[src/logic/psw_params.svh]
/*
  Constants for the peripheral select and wait-state generator: register
  offsets, field positions, block geometry and the upper register reset value.
  Assumes it is included by its bare name from the design files.
*/
`ifndef PSW_PARAMS_SVH
`define PSW_PARAMS_SVH

`define PSW_OFF_UPPER 12'h0a0
`define PSW_OFF_BASE 12'h0a4
`define PSW_OFF_MID 12'h0a8
`define PSW_OFF_STATUS 12'h0ac
`define PSW_UPPER_RESET 16'hfffb
`define PSW_BASE_HI 15
`define PSW_BASE_LO 6
`define PSW_IO_HI 15
`define PSW_IO_LO 12
`define PSW_BIT_OPT 7
`define PSW_BIT_SPACE 6
`define PSW_BIT_IGN 2
`define PSW_WAIT_HI 1
`define PSW_BLK_HI 9
`define PSW_BLK_LO 7
`define PSW_NUM_SEL 7
`define PSW_UPPER_CMP_HI 19
`define PSW_UPPER_CMP_LO 10
`define PSW_SYNC_LAT 4'h2

`endif

[src/logic/psw_pkg.sv]
/*
  Types for the peripheral select and wait-state generator.
  Assumes psw_params.svh is available on the include path.
*/
`default_nettype none
package psw_pkg;
  // One local-bus cycle request
  typedef struct packed {
    logic valid;
    logic [19:0] addr;
    logic is_mem;
    logic internal;
  } psw_cycle_t;
  // Wait-control field
  typedef struct packed {
    logic ign_ext;
    logic [1:0] waits;
  } psw_wait_t;
  typedef enum logic [2:0] {
    PSW_IDLE = 3'b001,
    PSW_WAIT = 3'b010,
    PSW_DONE = 3'b100
  } psw_state_t;
endpackage : psw_pkg
`default_nettype wire

[src/logic/psw_ready_gen.sv]
/*
  Wait-state sequencer for one bus cycle: counts inserted waits and
  overlaps them with external ready when that is honoured.
  Assumes ready inputs are already synchronised to pclk.
*/
`default_nettype none
`include "psw_params.svh"
module psw_ready_gen (
  // Clock and reset
  input wire logic pclk,
  input wire logic presetn,
  // Cycle control
  input wire logic start,
  input wire psw_pkg::psw_wait_t wctl,
  input wire logic internal,
  input wire logic ext_ready,
  // Result
  output logic done
);
  psw_pkg::psw_state_t state;
  logic [1:0] cnt;
  logic use_ext;
  logic [3:0] held;
  logic [1:0] wait_req;

  //------------------------------------------------------------
  // Sequencer
  //------------------------------------------------------------
  // Count and external ready run in parallel; both must be satisfied when external ready is honoured, else the count alone
  always_ff @(posedge pclk or negedge presetn) begin
    if (!presetn) begin
      state <= psw_pkg::PSW_IDLE;
      cnt <= 2'h0;
      use_ext <= 1'b0;
      done <= 1'b0;
    end else begin
      done <= 1'b0;
      unique case (state)
        psw_pkg::PSW_IDLE: begin
          if (start) begin
            cnt <= wctl.waits;
            use_ext <= !wctl.ign_ext && !internal;
            state <= psw_pkg::PSW_WAIT;
          end
        end
        psw_pkg::PSW_WAIT: begin
          if (cnt != 2'h0) begin
            cnt <= cnt - 2'h1;
          end
          // Ready seen in the first cycles still dates from before the select
          if (cnt == 2'h0 &&
              (!use_ext || (ext_ready && held >= `PSW_SYNC_LAT))) begin
            done <= 1'b1;
            state <= psw_pkg::PSW_DONE;
          end
        end
        psw_pkg::PSW_DONE: begin
          state <= psw_pkg::PSW_IDLE;
        end
        default: begin
          state <= psw_pkg::PSW_IDLE;
        end
      endcase
    end
  end

  // Helper: wait count of the cycle in flight, for the checks
  always_ff @(posedge pclk or negedge presetn) begin
    if (!presetn) begin
      wait_req <= 2'h0;
    end else if (state == psw_pkg::PSW_IDLE && start) begin
      wait_req <= wctl.waits;
    end
  end

  // Helper: cycles spent waiting in this cycle; also gates stale ready
  always_ff @(posedge pclk or negedge presetn) begin
    if (!presetn) begin
      held <= 4'h0;
    end else if (state == psw_pkg::PSW_IDLE) begin
      held <= 4'h0;
    end else if (held != 4'hf) begin
      held <= held + 4'h1;
    end
  end

  property p_min_waits;
    @(posedge pclk) disable iff (!presetn)
      done |-> (held > {2'b00, wait_req});
  endproperty
  a_min_waits: assert property (p_min_waits) else $error("wait count not honoured");

  property p_ignore_ready;
    @(posedge pclk) disable iff (!presetn)
      (state == psw_pkg::PSW_IDLE && start && wctl.waits == 2'h0 &&
        (wctl.ign_ext || internal)) |=> ##1 done;
  endproperty
  a_ignore_ready: assert property (p_ignore_ready) else $error("ready not ignored");

  property p_overlap;
    @(posedge pclk) disable iff (!presetn)
      (state == psw_pkg::PSW_WAIT && cnt == 2'h0 && use_ext && ext_ready &&
        held >= `PSW_SYNC_LAT) |=> done;
  endproperty
  a_overlap: assert property (p_overlap) else $error("waits added, not overlapped");
endmodule : psw_ready_gen
`default_nettype wire

[src/logic/psw_top.sv]
/*
  Peripheral select decoder and wait-state generator with an APB register
  port. Holds the upper, base and mid control registers, decodes seven
  128-byte peripheral blocks and paces each local-bus cycle.
  Assumes the cycle request comes from logic on pclk; only ready pins are synchronised.
*/
`default_nettype none
`include "psw_params.svh"
module psw_top #(
  parameter int NUM_SEL = `PSW_NUM_SEL
) (
  // Clock and reset
  input wire logic pclk,
  input wire logic presetn,
  // APB slave
  input wire logic psel,
  input wire logic penable,
  input wire logic pwrite,
  input wire logic [11:0] paddr,
  input wire logic [31:0] pwdata,
  output logic [31:0] prdata,
  output logic pready,
  output logic pslverr,
  // Local bus cycle from the core
  input wire logic cyc_start,
  input wire logic [19:0] cyc_addr,
  input wire logic cyc_is_mem,
  input wire logic cyc_internal,
  input wire logic async_ready_in,
  input wire logic sync_ready_in,
  // Outputs to peripherals
  output logic [NUM_SEL-1:0] peripheral_select_n,
  output logic upper_mem_select_n,
  output logic latched_a1,
  output logic latched_a2,
  output logic cyc_ready
);
  logic [15:0] upper_mem_ctrl_reg;
  logic [15:0] peripheral_base_reg;
  logic [15:0] mid_peripheral_ctrl_reg;
  logic base_seen;
  logic mid_seen;
  logic busy;
  logic periph_armed;

  //------------------------------------------------------------
  // APB register port
  //------------------------------------------------------------
  logic wr_en;
  logic rd_en;
  logic hit;
  assign wr_en = psel && penable && pwrite;
  assign rd_en = psel && penable && !pwrite;
  assign hit = paddr == `PSW_OFF_UPPER || paddr == `PSW_OFF_BASE ||
               paddr == `PSW_OFF_MID || paddr == `PSW_OFF_STATUS;

  // Single-cycle access phase, so pready is simply held high
  always_ff @(posedge pclk or negedge presetn) begin
    if (!presetn) begin
      pready <= 1'b0;
    end else begin
      pready <= 1'b1;
    end
  end

  // Registers; undefined contents of base and mid reset to zero here
  always_ff @(posedge pclk or negedge presetn) begin
    if (!presetn) begin
      upper_mem_ctrl_reg <= `PSW_UPPER_RESET;
      peripheral_base_reg <= 16'h0000;
      mid_peripheral_ctrl_reg <= 16'h0000;
    end else if (wr_en && pready) begin
      unique case (paddr)
        `PSW_OFF_UPPER: upper_mem_ctrl_reg <= pwdata[15:0];
        `PSW_OFF_BASE: peripheral_base_reg <= pwdata[15:0];
        `PSW_OFF_MID: mid_peripheral_ctrl_reg <= pwdata[15:0];
        default: begin
        end
      endcase
    end
  end

  // Any read or write of the base or mid register counts as an access that arms the selects
  always_ff @(posedge pclk or negedge presetn) begin
    if (!presetn) begin
      base_seen <= 1'b0;
      mid_seen <= 1'b0;
    end else if (psel && penable && pready) begin
      if (paddr == `PSW_OFF_BASE) begin
        base_seen <= 1'b1;
      end
      if (paddr == `PSW_OFF_MID) begin
        mid_seen <= 1'b1;
      end
    end
  end

  // Read data and error answer
  always_ff @(posedge pclk or negedge presetn) begin
    if (!presetn) begin
      prdata <= 32'h0000_0000;
      pslverr <= 1'b0;
    end else begin
      pslverr <= 1'b0;
      if (psel && !penable) begin
        pslverr <= !hit;
        unique case (paddr)
          `PSW_OFF_UPPER: prdata <= {16'h0000, upper_mem_ctrl_reg};
          `PSW_OFF_BASE: prdata <= {16'h0000, peripheral_base_reg};
          `PSW_OFF_MID: prdata <= {16'h0000, mid_peripheral_ctrl_reg};
          `PSW_OFF_STATUS: prdata <= {27'h0, busy, mid_seen, base_seen,
                                      periph_armed, cyc_ready};
          default: prdata <= 32'h0000_0000;
        endcase
      end
    end
  end

  //------------------------------------------------------------
  // Pin synchronisers
  //------------------------------------------------------------
  logic [1:0] async_ready_in_sync;
  logic [1:0] sync_ready_in_sync;
  always_ff @(posedge pclk or negedge presetn) begin
    if (!presetn) begin
      async_ready_in_sync <= 2'b00;
      sync_ready_in_sync <= 2'b00;
    end else begin
      async_ready_in_sync <= {async_ready_in_sync[0], async_ready_in};
      sync_ready_in_sync <= {sync_ready_in_sync[0], sync_ready_in};
    end
  end
  logic ext_ready;
  assign ext_ready = async_ready_in_sync[1] || sync_ready_in_sync[1];

  //------------------------------------------------------------
  // Address decode
  //------------------------------------------------------------
  logic [19:0] peripheral_base_addr;
  logic periph_space_sel;
  logic select_count_option;
  logic in_space;
  logic [19:0] offset;
  logic in_range;
  logic [2:0] blk;
  logic upper_hit;
  assign peripheral_base_addr = {peripheral_base_reg[`PSW_BASE_HI:`PSW_BASE_LO],
                                 10'h000};
  assign periph_space_sel = mid_peripheral_ctrl_reg[`PSW_BIT_SPACE];
  assign select_count_option = mid_peripheral_ctrl_reg[`PSW_BIT_OPT];
  assign periph_armed = base_seen && mid_seen;
  assign in_space = cyc_is_mem == periph_space_sel;
  // I/O decode relies on software zeroing base bits 15..12
  assign offset = cyc_addr - peripheral_base_addr;
  assign blk = offset[`PSW_BLK_HI:`PSW_BLK_LO];
  assign in_range = cyc_addr >= peripheral_base_addr &&
                    offset[19:10] == 10'h000 && blk != 3'h7;
  assign upper_hit = cyc_is_mem && cyc_addr[`PSW_UPPER_CMP_HI:`PSW_UPPER_CMP_LO] >=
                     upper_mem_ctrl_reg[15:6];

  // Per-line select decode; blocks five and six may become address pins
  logic [NUM_SEL-1:0] next_sel;
  always_comb begin
    next_sel = '0;
    for (int i = 0; i < NUM_SEL; i++) begin
      if (cyc_start && periph_armed && in_space && in_range &&
          blk == 3'(i)) begin
        next_sel[i] = 1'b1;
      end
    end
    if (!select_count_option) begin
      next_sel[6:5] = 2'b00;
    end
  end

  // Wait field for the selected range
  psw_pkg::psw_wait_t wctl;
  always_comb begin
    if (upper_hit) begin
      wctl = upper_mem_ctrl_reg[2:0];
    end else if (blk < 3'h4) begin
      wctl = peripheral_base_reg[2:0];
    end else begin
      wctl = mid_peripheral_ctrl_reg[2:0];
    end
  end

  //------------------------------------------------------------
  // Cycle tracking and select outputs
  //------------------------------------------------------------
  logic done;
  always_ff @(posedge pclk or negedge presetn) begin
    if (!presetn) begin
      busy <= 1'b0;
    end else if (cyc_start && !busy) begin
      busy <= 1'b1;
    end else if (done) begin
      busy <= 1'b0;
    end
  end

  // Selects held for the whole cycle, released with ready
  always_ff @(posedge pclk or negedge presetn) begin
    if (!presetn) begin
      peripheral_select_n <= '1;
      upper_mem_select_n <= 1'b1;
    end else if (cyc_start && !busy) begin
      peripheral_select_n <= ~next_sel;
      upper_mem_select_n <= !upper_hit;
    end else if (done) begin
      peripheral_select_n <= '1;
      upper_mem_select_n <= 1'b1;
    end
  end

  // Latched A1 and A2 when selects five and six are repurposed
  always_ff @(posedge pclk or negedge presetn) begin
    if (!presetn) begin
      latched_a1 <= 1'b1;
      latched_a2 <= 1'b1;
    end else if (cyc_start && !busy && !select_count_option) begin
      latched_a1 <= cyc_addr[1];
      latched_a2 <= cyc_addr[2];
    end
  end

  psw_ready_gen u_ready (
    .pclk(pclk),
    .presetn(presetn),
    .start(cyc_start && !busy),
    .wctl(wctl),
    .internal(cyc_internal),
    .ext_ready(ext_ready),
    .done(done)
  );

  always_ff @(posedge pclk or negedge presetn) begin
    if (!presetn) begin
      cyc_ready <= 1'b0;
    end else begin
      cyc_ready <= done;
    end
  end

  //------------------------------------------------------------
  // Checks
  //------------------------------------------------------------
  property p_unarmed;
    @(posedge pclk) disable iff (!presetn)
      !periph_armed |-> ##1 (&peripheral_select_n);
  endproperty
  a_unarmed: assert property (p_unarmed) else $error("select before arming");

  property p_block;
    @(posedge pclk) disable iff (!presetn)
      (cyc_start && !busy && periph_armed && in_space && in_range && select_count_option) |=>
        (peripheral_select_n == ~(NUM_SEL'(1) << $past(cyc_addr[`PSW_BLK_HI:`PSW_BLK_LO])));
  endproperty
  a_block: assert property (p_block) else $error("wrong select line");

  property p_space;
    @(posedge pclk) disable iff (!presetn)
      (cyc_start && !busy && !in_space) |=> (&peripheral_select_n);
  endproperty
  a_space: assert property (p_space) else $error("select in wrong space");

  property p_ex;
    @(posedge pclk) disable iff (!presetn)
      (cyc_start && !busy && !select_count_option) |=>
        (peripheral_select_n[6:5] == 2'b11 && latched_a1 == $past(cyc_addr[1]));
  endproperty
  a_ex: assert property (p_ex) else $error("A1 A2 option wrong");

  property p_align;
    @(posedge pclk) disable iff (!presetn)
      (cyc_start && !busy && periph_armed && in_space && select_count_option &&
        cyc_addr[`PSW_UPPER_CMP_HI:`PSW_UPPER_CMP_LO] ==
          peripheral_base_reg[`PSW_BASE_HI:`PSW_BASE_LO] &&
        cyc_addr[`PSW_BLK_HI:`PSW_BLK_LO] != 3'h7) |=> !(&peripheral_select_n);
  endproperty
  a_align: assert property (p_align) else $error("block at base not selected");

  // Selects stand for the whole cycle and all drop together at its end
  property p_stand;
    @(posedge pclk) disable iff (!presetn)
      (busy && !done) |=> $stable(peripheral_select_n);
  endproperty
  a_stand: assert property (p_stand) else $error("select moved mid-cycle");

  property p_release;
    @(posedge pclk) disable iff (!presetn)
      done |=> ((&peripheral_select_n) && upper_mem_select_n);
  endproperty
  a_release: assert property (p_release) else $error("select kept after cycle");

  // Top 1 KB block answers straight out of reset, before any register write
  property p_upper;
    @(posedge pclk) disable iff (!presetn)
      (upper_mem_ctrl_reg == `PSW_UPPER_RESET && cyc_start && !busy && cyc_is_mem &&
        (&cyc_addr[`PSW_UPPER_CMP_HI:`PSW_UPPER_CMP_LO])) |=> !upper_mem_select_n;
  endproperty
  a_upper: assert property (p_upper) else $error("upper block not selected");

  property p_a2;
    @(posedge pclk) disable iff (!presetn)
      (cyc_start && !busy && !select_count_option) |=> (latched_a2 == $past(cyc_addr[2]));
  endproperty
  a_a2: assert property (p_a2) else $error("A2 not latched");
endmodule : psw_top
`default_nettype wire

[config.mk]
export PLATFORM = sky130hd
export DESIGN_NAME = psw_top
export DESIGN_NICKNAME = d
export VERILOG_FILES = /design/src/logic/psw_pkg.sv /design/src/logic/psw_ready_gen.sv /design/src/logic/psw_top.sv
export VERILOG_INCLUDE_DIRS = /design/src /design/src/logic
export SDC_FILE = /design/constraint.sdc
export NUM_CORES = 1
export LEC_CHECK = 0
export BUFFER_PORTS_ARGS = -buffer_cell sky130_fd_sc_hd__buf_2
export CAP_MARGIN = 5
export CORE_MARGIN = 5
export CORE_UTILIZATION = 40
export CTS_CLUSTER_DIAMETER = 50
export DETAILED_ROUTE_END_ITERATION = 16
export PLACE_DENSITY = 0.65
export SYNTH_ARGS = -nofsm -noshare
export SYNTH_HDL_FRONTEND = slang
export SYNTH_HIERARCHICAL = 1
export SYNTH_SLANG_ARGS = --single-unit
[constraint.sdc]
create_clock -name pclk -period 4.1 [get_ports pclk]
set_input_delay 0.205 -clock pclk [delete_from_list [all_inputs] [get_ports pclk]]
set_output_delay 0.205 -clock pclk [all_outputs]
set_load 0.005 [all_outputs]
# == Word level (Yosys, flattened, before mapping) ==
# Cells that the tools add are included.
# classes
n_mux,28
addsub,3
n_reduce_logical,52
magnitude_cmp,4
n_eq_ne,18
bitwise_logic,1
# op_table
cell,n
$pmux 16 s4,1
$eq 12x8->1 const B,4
$logic_and 1x1->1,24
$ge 20x20->1,1
$sub 20x20->20,1
$mux 1,14
$mux 7,2
$reduce_and 2->1,7
$mux 3,4
$ge 10x10->1,1
$logic_not 10->1,1
$eq 3x2->1 const B,3
$eq 3x3->1 const B,3
$logic_not 1->1,8
$mux 4,2
$reduce_bool 2->1,4
$not 7->7,1
$eq 3x1->1 const B,2
$mux 2,3
$ne 2x1->1 const B,3
$pmux 3 s2,1
$logic_or 1x1->1,5
$add 4x1->4 const B,1
$ge 4x2->1 const B,1
9 further kinds,9
# totals
reg_bits,111
word_cells,127
input_bits,74

# == Logic depth before layout (Yosys ltp) ==
# Gate-level depths: netlist of run 1.
# logic_depth
word_depth,10
depth_mapped,10

# == Cells and area by module ==
# Netlist of run 1, hierarchy kept.
# modules_own_cells
mod,area_each_um2,cells_each,instances
psw_top,4728.3,432,1
psw_ready_gen,554.3,48,1

# == Least setup slack after synthesis of run 1 ==
# No wires, ideal clock.
# synth_path
path_kind,flip-flop to flip-flop
from,register upper_mem_ctrl_reg[11]
to,register u_ready.cnt[0]
arrival_time_ns,2.008
synth_period_minus_slack_ns,2.087
path_buffers,0
setup_ns,0.079
path_stages_with_launch,10
setup_slack_ns,2.013
cell_sequence,dfstp_2 -> inv_1 -> ha_1 -> a2111o_1 -> a31oi_1 -> o21ai_1 -> mux2i_1 -> nor3b_1 -> o2bb2ai_1 -> a2bb2oi_1
# synth_lines
element,line,text
start: declaration,psw_top.sv:38,logic [15:0] upper_mem_ctrl_reg;
start signal: assignment,psw_top.sv:69,upper_mem_ctrl_reg <= `PSW_UPPER_RESET;
start signal: assignment,psw_top.sv:74,`PSW_OFF_UPPER: upper_mem_ctrl_reg <= pwdata[15:0];
end signal: assignment,psw_ready_gen.sv:41,cnt <= wctl.waits;
end signal: assignment,psw_ready_gen.sv:48,cnt <= cnt - 2'h1;
end: declaration,psw_ready_gen.sv:21,logic [1:0] cnt;

==> out/metrics.cfg, run 1 <==
[final_layout]
drive_gt1_frac = 0.329
fill_cells = 1232
mostFrequentLayoutCell = buf_2
diodes = 0
layout.cells.most_common_list = buf_2, dfrtp_1, nand2_1
syn_to_final_growth_pct = 15.8
finalNetCount = 657

[global_routing]
globalRouteOverflowTotal = 0
grt_pass1_wl_um = 20000
grt_max_degree = 61
track_usage = 0.158
antenna_found_initial = 0
grt_pass1_vias = 3910

[power]
p_leak_nw = 2.99
clock_power_share = 0.446
p_per_area_nw_per_um2 = 330
p_sw_frac = 0.231
switchingPower_uw = 467
irDropWorstVdd_mv = 0.209
combPwrFrac = 0.081
finalPower_mw = 2.02
intPower_mw = 1.55
seqPwrFrac = 0.473

[cts]
cts.clk_slew.worst_paths_ps = 70
ctsHtreeMaxLevel = 3
root_buffer = clkbuf_16
postCtsSetupBuffers = 0
cts.sinks = 95
cts_tree = done
numCtsBuffers = 9
insertion_delay_ps = 340
clockBufferDepth = 2

[status]
status = complete, no violations

[timing]
fin_crit_sh = 0.598
rsz0062_at_grt = no
final-max-slew-violation-count = 0
tightestPinTransition_ps = 1030
setup-tns-final_ps = 0
finClkSkew_ps = 6.61
finalHoldViolations = 0
setup_viol = 0
slew_headroom = 0.315
fmax_mhz = 408
fin_crit_ps = 2450

[min_path]
hp-class = in2reg
worstHoldPathCells = 2

[floorplan]
io_pins = 119
die_w_um = 125
rows = 42
die_area_um2 = 15600
initial_utilization = 0.404
core_um2 = 13100
fp.dieH_um = 125

[routing]
routedWlPerCell_um = 16.3
drt_wl_total_um = 12100
drt-vias-per-instance = 5.01
drt-pass1-iter-count = 4
vias = 3715
drtIter0Drc = 162
postRouteAntennaNets = 0
drc = 0

[worst_setup_path]
endpoint_kind = flop
required_ps = 4350
crit_fanout = 4
slowest_delay_ps = 530
arrival_ps = 2700
worst-setup-path-type = reg2reg
crit_buf_inv = 1
crit_family = compound AO/OA/AOI/OAI gates
worstSetupStartpointType = flop
crit_chain = inv_1 > ha_1 > a2111o_1 > a31oi_1 > o21ai_1 > mux2i_1 > nor3b_1 > o2bb2ai_1 > a2bb2oi_1
reg2reg_depth = 9
cpMaxStageDelayCell = dfstp_2
cp.depth = 9

[synth]
yosys_warnings = 6
ys_ff_latch = 95
synth_cell_types = 64
synth_cells = 480
avgSynthCellArea_um2 = 11.0
ys_async_sr_fraction = 1.00
seq_area_frac_synth = 0.456
synth_edf_count = 0
syn-cell-area_um2 = 5280
synth_ff_type = dfrtp_1

[placed_design]
io_buffers = 81
dp_hpwl_um = 9030
gp_congestion = 0.806

[job]
maxCapViolCount = 0

Yosys cell counts (3+ instances only):
cell type | count | area (um^2)
nand4_1 | 6 | 37.5
nand3_1 | 6 | 30.0
a21o_1 | 4 | 30.0
buf_6 | 3 | 33.8
nor2_1 | 37 | 139
mux2i_1 | 17 | 170
inv_1 | 30 | 113
dfrtp_1 | 69 | 1730
mux2_4 | 22 | 330
mux2_2 | 19 | 214
nand2_1 | 41 | 154
buf_4 | 16 | 120
nor3b_1 | 4 | 30.0
a22oi_1 | 4 | 30.0
nor4_1 | 3 | 18.8
mux4_2 | 5 | 113
nor2b_1 | 4 | 25.0
a2bb2oi_1 | 3 | 26.3
clkbuf_1 | 8 | 30.0
o31ai_1 | 13 | 97.6
nand2b_1 | 6 | 37.5
a21oi_1 | 27 | 135
ha_1 | 23 | 288
dfstp_2 | 26 | 683
o21ai_0 | 21 | 105
nor3_1 | 7 | 35.0
a31oi_1 | 5 | 31.3
buf_2 | 4 | 20.0
power groups by stage:
stage	registers (mW)	logic, mW	clock network (mW)
global placement	0.971	0.158	0
finish	0.955	0.164	0.901
CTS	0.954	0.166	0.921
global route	0.955	0.186	0.962
floorplan	0.972	0.0946	0
detailed placement	0.971	0.163	0
worst paths after layout:
check / slack, ps / endpoint / startpoint
min in group asynchronous: 470 / mid_peripheral_ctrl_reg[11] / presetn
setup / recovery: 1650 / u_ready/cnt[0] / upper_mem_ctrl_reg[11]
hold reg to reg: 350 / async_ready_in_sync[1] / async_ready_in_sync[0]
setup reg to reg: 1650 / u_ready/cnt[0] / upper_mem_ctrl_reg[11]
max in group asynchronous: 2640 / peripheral_select_n[5] / presetn
hold / removal: 50 / u_ready/use_ext / cyc_internal
cell type report:
type	instances	area, um^2	share of cell area
clock buffer	10	229	0.0374
clock inverter	6	92.6	0.0151
inverter	30	113	0.0184
multi-input combinational	338	2600	0.425
sequential	95	2410	0.394
tap	176	220	0.0360
timing repair buffer	86	453	0.0741
metrics by stage:
step / area (um^2) / hold WS (ps) / utilization / instances / worst slack (ps)
finish: 6110 / 45.7 / 0.467 / 741 / 1650
global route: 6110 / 44.1 / 0.467 / 741 / 1480
CTS: 6110 / 34.7 / 0.467 / 741 / 1650
floorplan: 5340 / -90.6 / - / 495 / 2010
global placement: 5760 / 308 / 0.440 / 722 / 1580
detailed placement: 5760 / 314 / 0.440 / 722 / 1530
routing by layer:
metal	wire length, um	global-route usage	vias up	part of all wire
li1	-	-	1841	-
met1	5450	0.204	1784	0.45
met2	5920	0.273	82	0.49
met3	591	0.0395	8	0.049
met4	91	0.0319	0	0.0075
met5	0	0	-	0
what timing repair did:
item | in CTS | in global routing
resized for setup | 0 | 0
hold buffers | 3 | 0
setup endpoints to repair | 0 | 0
endpoints found under the hold margin | 49 | 0
cell families after synthesis:
logic type                 synth area share
adders and majority gates            0.0545
muxes                                 0.157
and+or+nand+nor                       0.144
other                               0.00142
xor gates and xnor gates            0.00663
buffers and inverters                0.0628
AOI/OAI and AO/OA                     0.118
DFF                                   0.456
worst register-to-register path: cells and delay by family, from the launching register on:
| kind | cells | cell delay [ps] |
|---|---|---|
| AO/OA/AOI/OAI | 5 | 1060 |
| adder cells (fa/ha/maj) | 1 | 310 |
| buffers and inverters | 1 | 50 |
| flip-flops | 1 | 530 |
| multiplexers | 1 | 180 |
| AND/OR/NAND/NOR | 1 | 240 |
No activity file was read; power rests on OpenSTA's default activity.
==> run 2: changes to the inputs <==
==> constraint.sdc (replaced) <==
create_clock -name pclk -period 2.3 [get_ports pclk]
set_input_delay 0.115 -clock pclk [delete_from_list [all_inputs] [get_ports pclk]]
set_output_delay 0.115 -clock pclk [all_outputs]
set_load 0.005 [all_outputs]
==> run 2 against run 1 <==
Setup slack got worse by 1600 ps. Power increased by 78%. Utilization increased by 2.3 points. Via count increased by 3.8%. First-iteration DRC count increased by 9.9%. Worst hold slack got worse by 36 ps. Clock-buffer cell count unchanged. Die area unchanged. Critical endpoint is now u_ready/cnt[1]. Largest cell class unchanged.
==> out/metrics.cfg, run 2 (synthesized netlist as in run 1, its figures left out) <==
[timing]
setup-tns-final_ps = 0  ; unchanged
fin_crit_sh = 0.962  ; +0.364
fin_crit_ps = 2210  ; -241 ps
holdWs_ps = 9.32  ; -36.4 ps
fmax_mhz = 452  ; +11%
tightestPinTransition_ps = 546  ; -482 ps
slew_headroom = 0.636  ; +0.321
setup_viol = 0  ; unchanged
finalHoldViolations = 0  ; unchanged
final-max-slew-violation-count = 0  ; unchanged
rsz0062_at_grt = no
finClkSkew_ps = 8.27  ; +1.66 ps

[worst_setup_path]
arrival_ps = 2470  ; -230 ps
crit_start = upper_mem_ctrl_reg[11]
crit_family = compound AO/OA/AOI/OAI gates
endpoint_kind = flop
r2r_end = u_ready/cnt[1]
worstSetupStartpointType = flop
reg2reg_slack_ps = 90  ; -1560 ps
slowest_delay_ps = 530  ; about the same
reg2reg_depth = 9  ; unchanged
cp.depth = 9  ; unchanged
crit_buf_inv = 1  ; unchanged
cpMaxStageDelayCell = dfstp_2
crit_chain = inv_1 > ha_4 > a2111o_1 > a31oi_4 > o21ai_4 > mux2i_1 > nor3b_2 > o2bb2ai_1 > a2bb2oi_1
reg2reg_from = upper_mem_ctrl_reg[11]
crit_fanout = 4  ; unchanged
worst-setup-path-type = reg2reg
required_ps = 2560  ; -1790 ps

[final_layout]
layout.cells.non_filler = 763  ; +3.0%
fin_util = 0.490  ; +0.0228
drive_gt1_frac = 0.363  ; +0.0343
finalNetCount = 678  ; +3.2%
mostFrequentLayoutCell = buf_2
layout.cells.most_common_list = buf_2, dfrtp_1, nand2_1
syn_to_final_growth_pct = 21.4
final_area_um2 = 6410  ; +4.9%

[cts]
cts.sinks = 95  ; unchanged
clockBufferDepth = 2  ; unchanged
insertion_delay_ps = 350  ; about the same
cts_tree = done
ctsHtreeMaxLevel = 3  ; unchanged
root_buffer = clkbuf_16
numCtsBuffers = 9  ; unchanged
cts.clk_slew.worst_paths_ps = 70  ; about the same

[min_path]
holdCritStartpoint = pwdata[8]
worstHoldPathCells = 3  ; +1
min_to = upper_mem_ctrl_reg[8]
hp-class = in2reg

[global_routing]
grt_pass1_wl_um = 20300  ; +1.6%
globalRouteOverflowTotal = 0  ; unchanged
grt_max_degree = 58  ; -4.9%
grt_pass1_vias = 4021  ; +2.8%
track_usage = 0.161  ; +0.00225
antenna_found_initial = 1  ; +1

[routing]
drt_wl_total_um = 12300  ; +1.7%
routedWlPerCell_um = 16.1  ; -1.3%
drtIter0Drc = 178  ; +9.9%
postRouteAntennaNets = 0  ; unchanged
drc = 0  ; unchanged
drt-pass1-iter-count = 4  ; unchanged
drt-vias-per-instance = 5.06  ; +0.85%
vias = 3858  ; +3.8%

[placed_design]
post_dp_cell_area_um2 = 5860  ; +1.7%
io_buffers = 81  ; unchanged
gp_congestion = 0.811  ; +0.55%
numPlacedInstances = 733  ; +1.5%
dp_hpwl_um = 9120  ; +0.92%

[status]
status = complete, no violations

[power]
irDropWorstVdd_mv = 0.474  ; +130%
p_leak_nw = 3.11  ; +4.0%
p_per_area_nw_per_um2 = 559  ; +69%

[floorplan]
die_area_um2 = 15600  ; unchanged
initial_utilization = 0.404  ; unchanged
fp.dieH_um = 125  ; unchanged
die_w_um = 125  ; unchanged
io_pins = 119  ; unchanged
rows = 42  ; unchanged
core_um2 = 13100  ; unchanged

[job]
maxCapViolCount = 0  ; unchanged

## run 2: tightest hold or removal path: cells and delay by family
family,cells,cell delay [ps]
simple gates,1,50
buf+inv,1,120
compound gates,1,60
## run 2: how the worst max path moves through the flow
stage	to	slack (ps)
4_1_cts	u_ready/cnt[1]	8
5_1_grt	peripheral_select_n[6]	10
2_1_floorplan	u_ready/cnt[0]	210
6_report	u_ready/cnt[1]	90
3_5_place_dp	u_ready/cnt[1]	-20
3_3_place_gp	u_ready/cnt[1]	40
## run 2: what timing repair did
action	4_1_cts	5_1_grt
gates cloned	0	0
buffers inserted	1	1
setup endpoints to repair	3	10
endpoints found under the hold margin	34	0
resized for setup	5	14
hold buffers	11	0
pin swaps	3	5
## run 2: routing by layer
| layer | wire [um] | vias up | global-route usage |
|---|---|---|---|
| li1 | - | 1888 | - |
| met1 | 5640 | 1863 | 0.213 |
| met2 | 5860 | 91 | 0.262 |
| met3 | 540 | 16 | 0.0304 |
| met4 | 210 | 0 | 0.0619 |
| met5 | 0 | - | 0 |
## run 2: stage by stage
step | total power, mW | setup slack (ps)
2_1_floorplan | 1.90 | 213
3_3_place_gp | 2.03 | 36.4
3_5_place_dp | 2.04 | -19.5
4_1_cts | 3.61 | 8.23
5_1_grt | 3.74 | 11.5
6_report | 3.59 | 87.2
## run 2: power breakdown
group          internal (mW)  total [mW]  switching, mW
logic                  0.142       0.335          0.194
clock network          0.881        1.55          0.670
registers               1.69        1.70        0.00676
## run 2: layout make-up
class | instances | area, um^2
Antenna cell | 1 | 2.50
Clock buffer | 10 | 239
Clock inverter | 6 | 66.3
Fill cell | 1207 | 6670
Inverter | 30 | 113
Multi-Input combinational cell | 338 | 2720
Sequential cell | 95 | 2410
Tap cell | 176 | 220
Timing Repair Buffer | 107 | 647
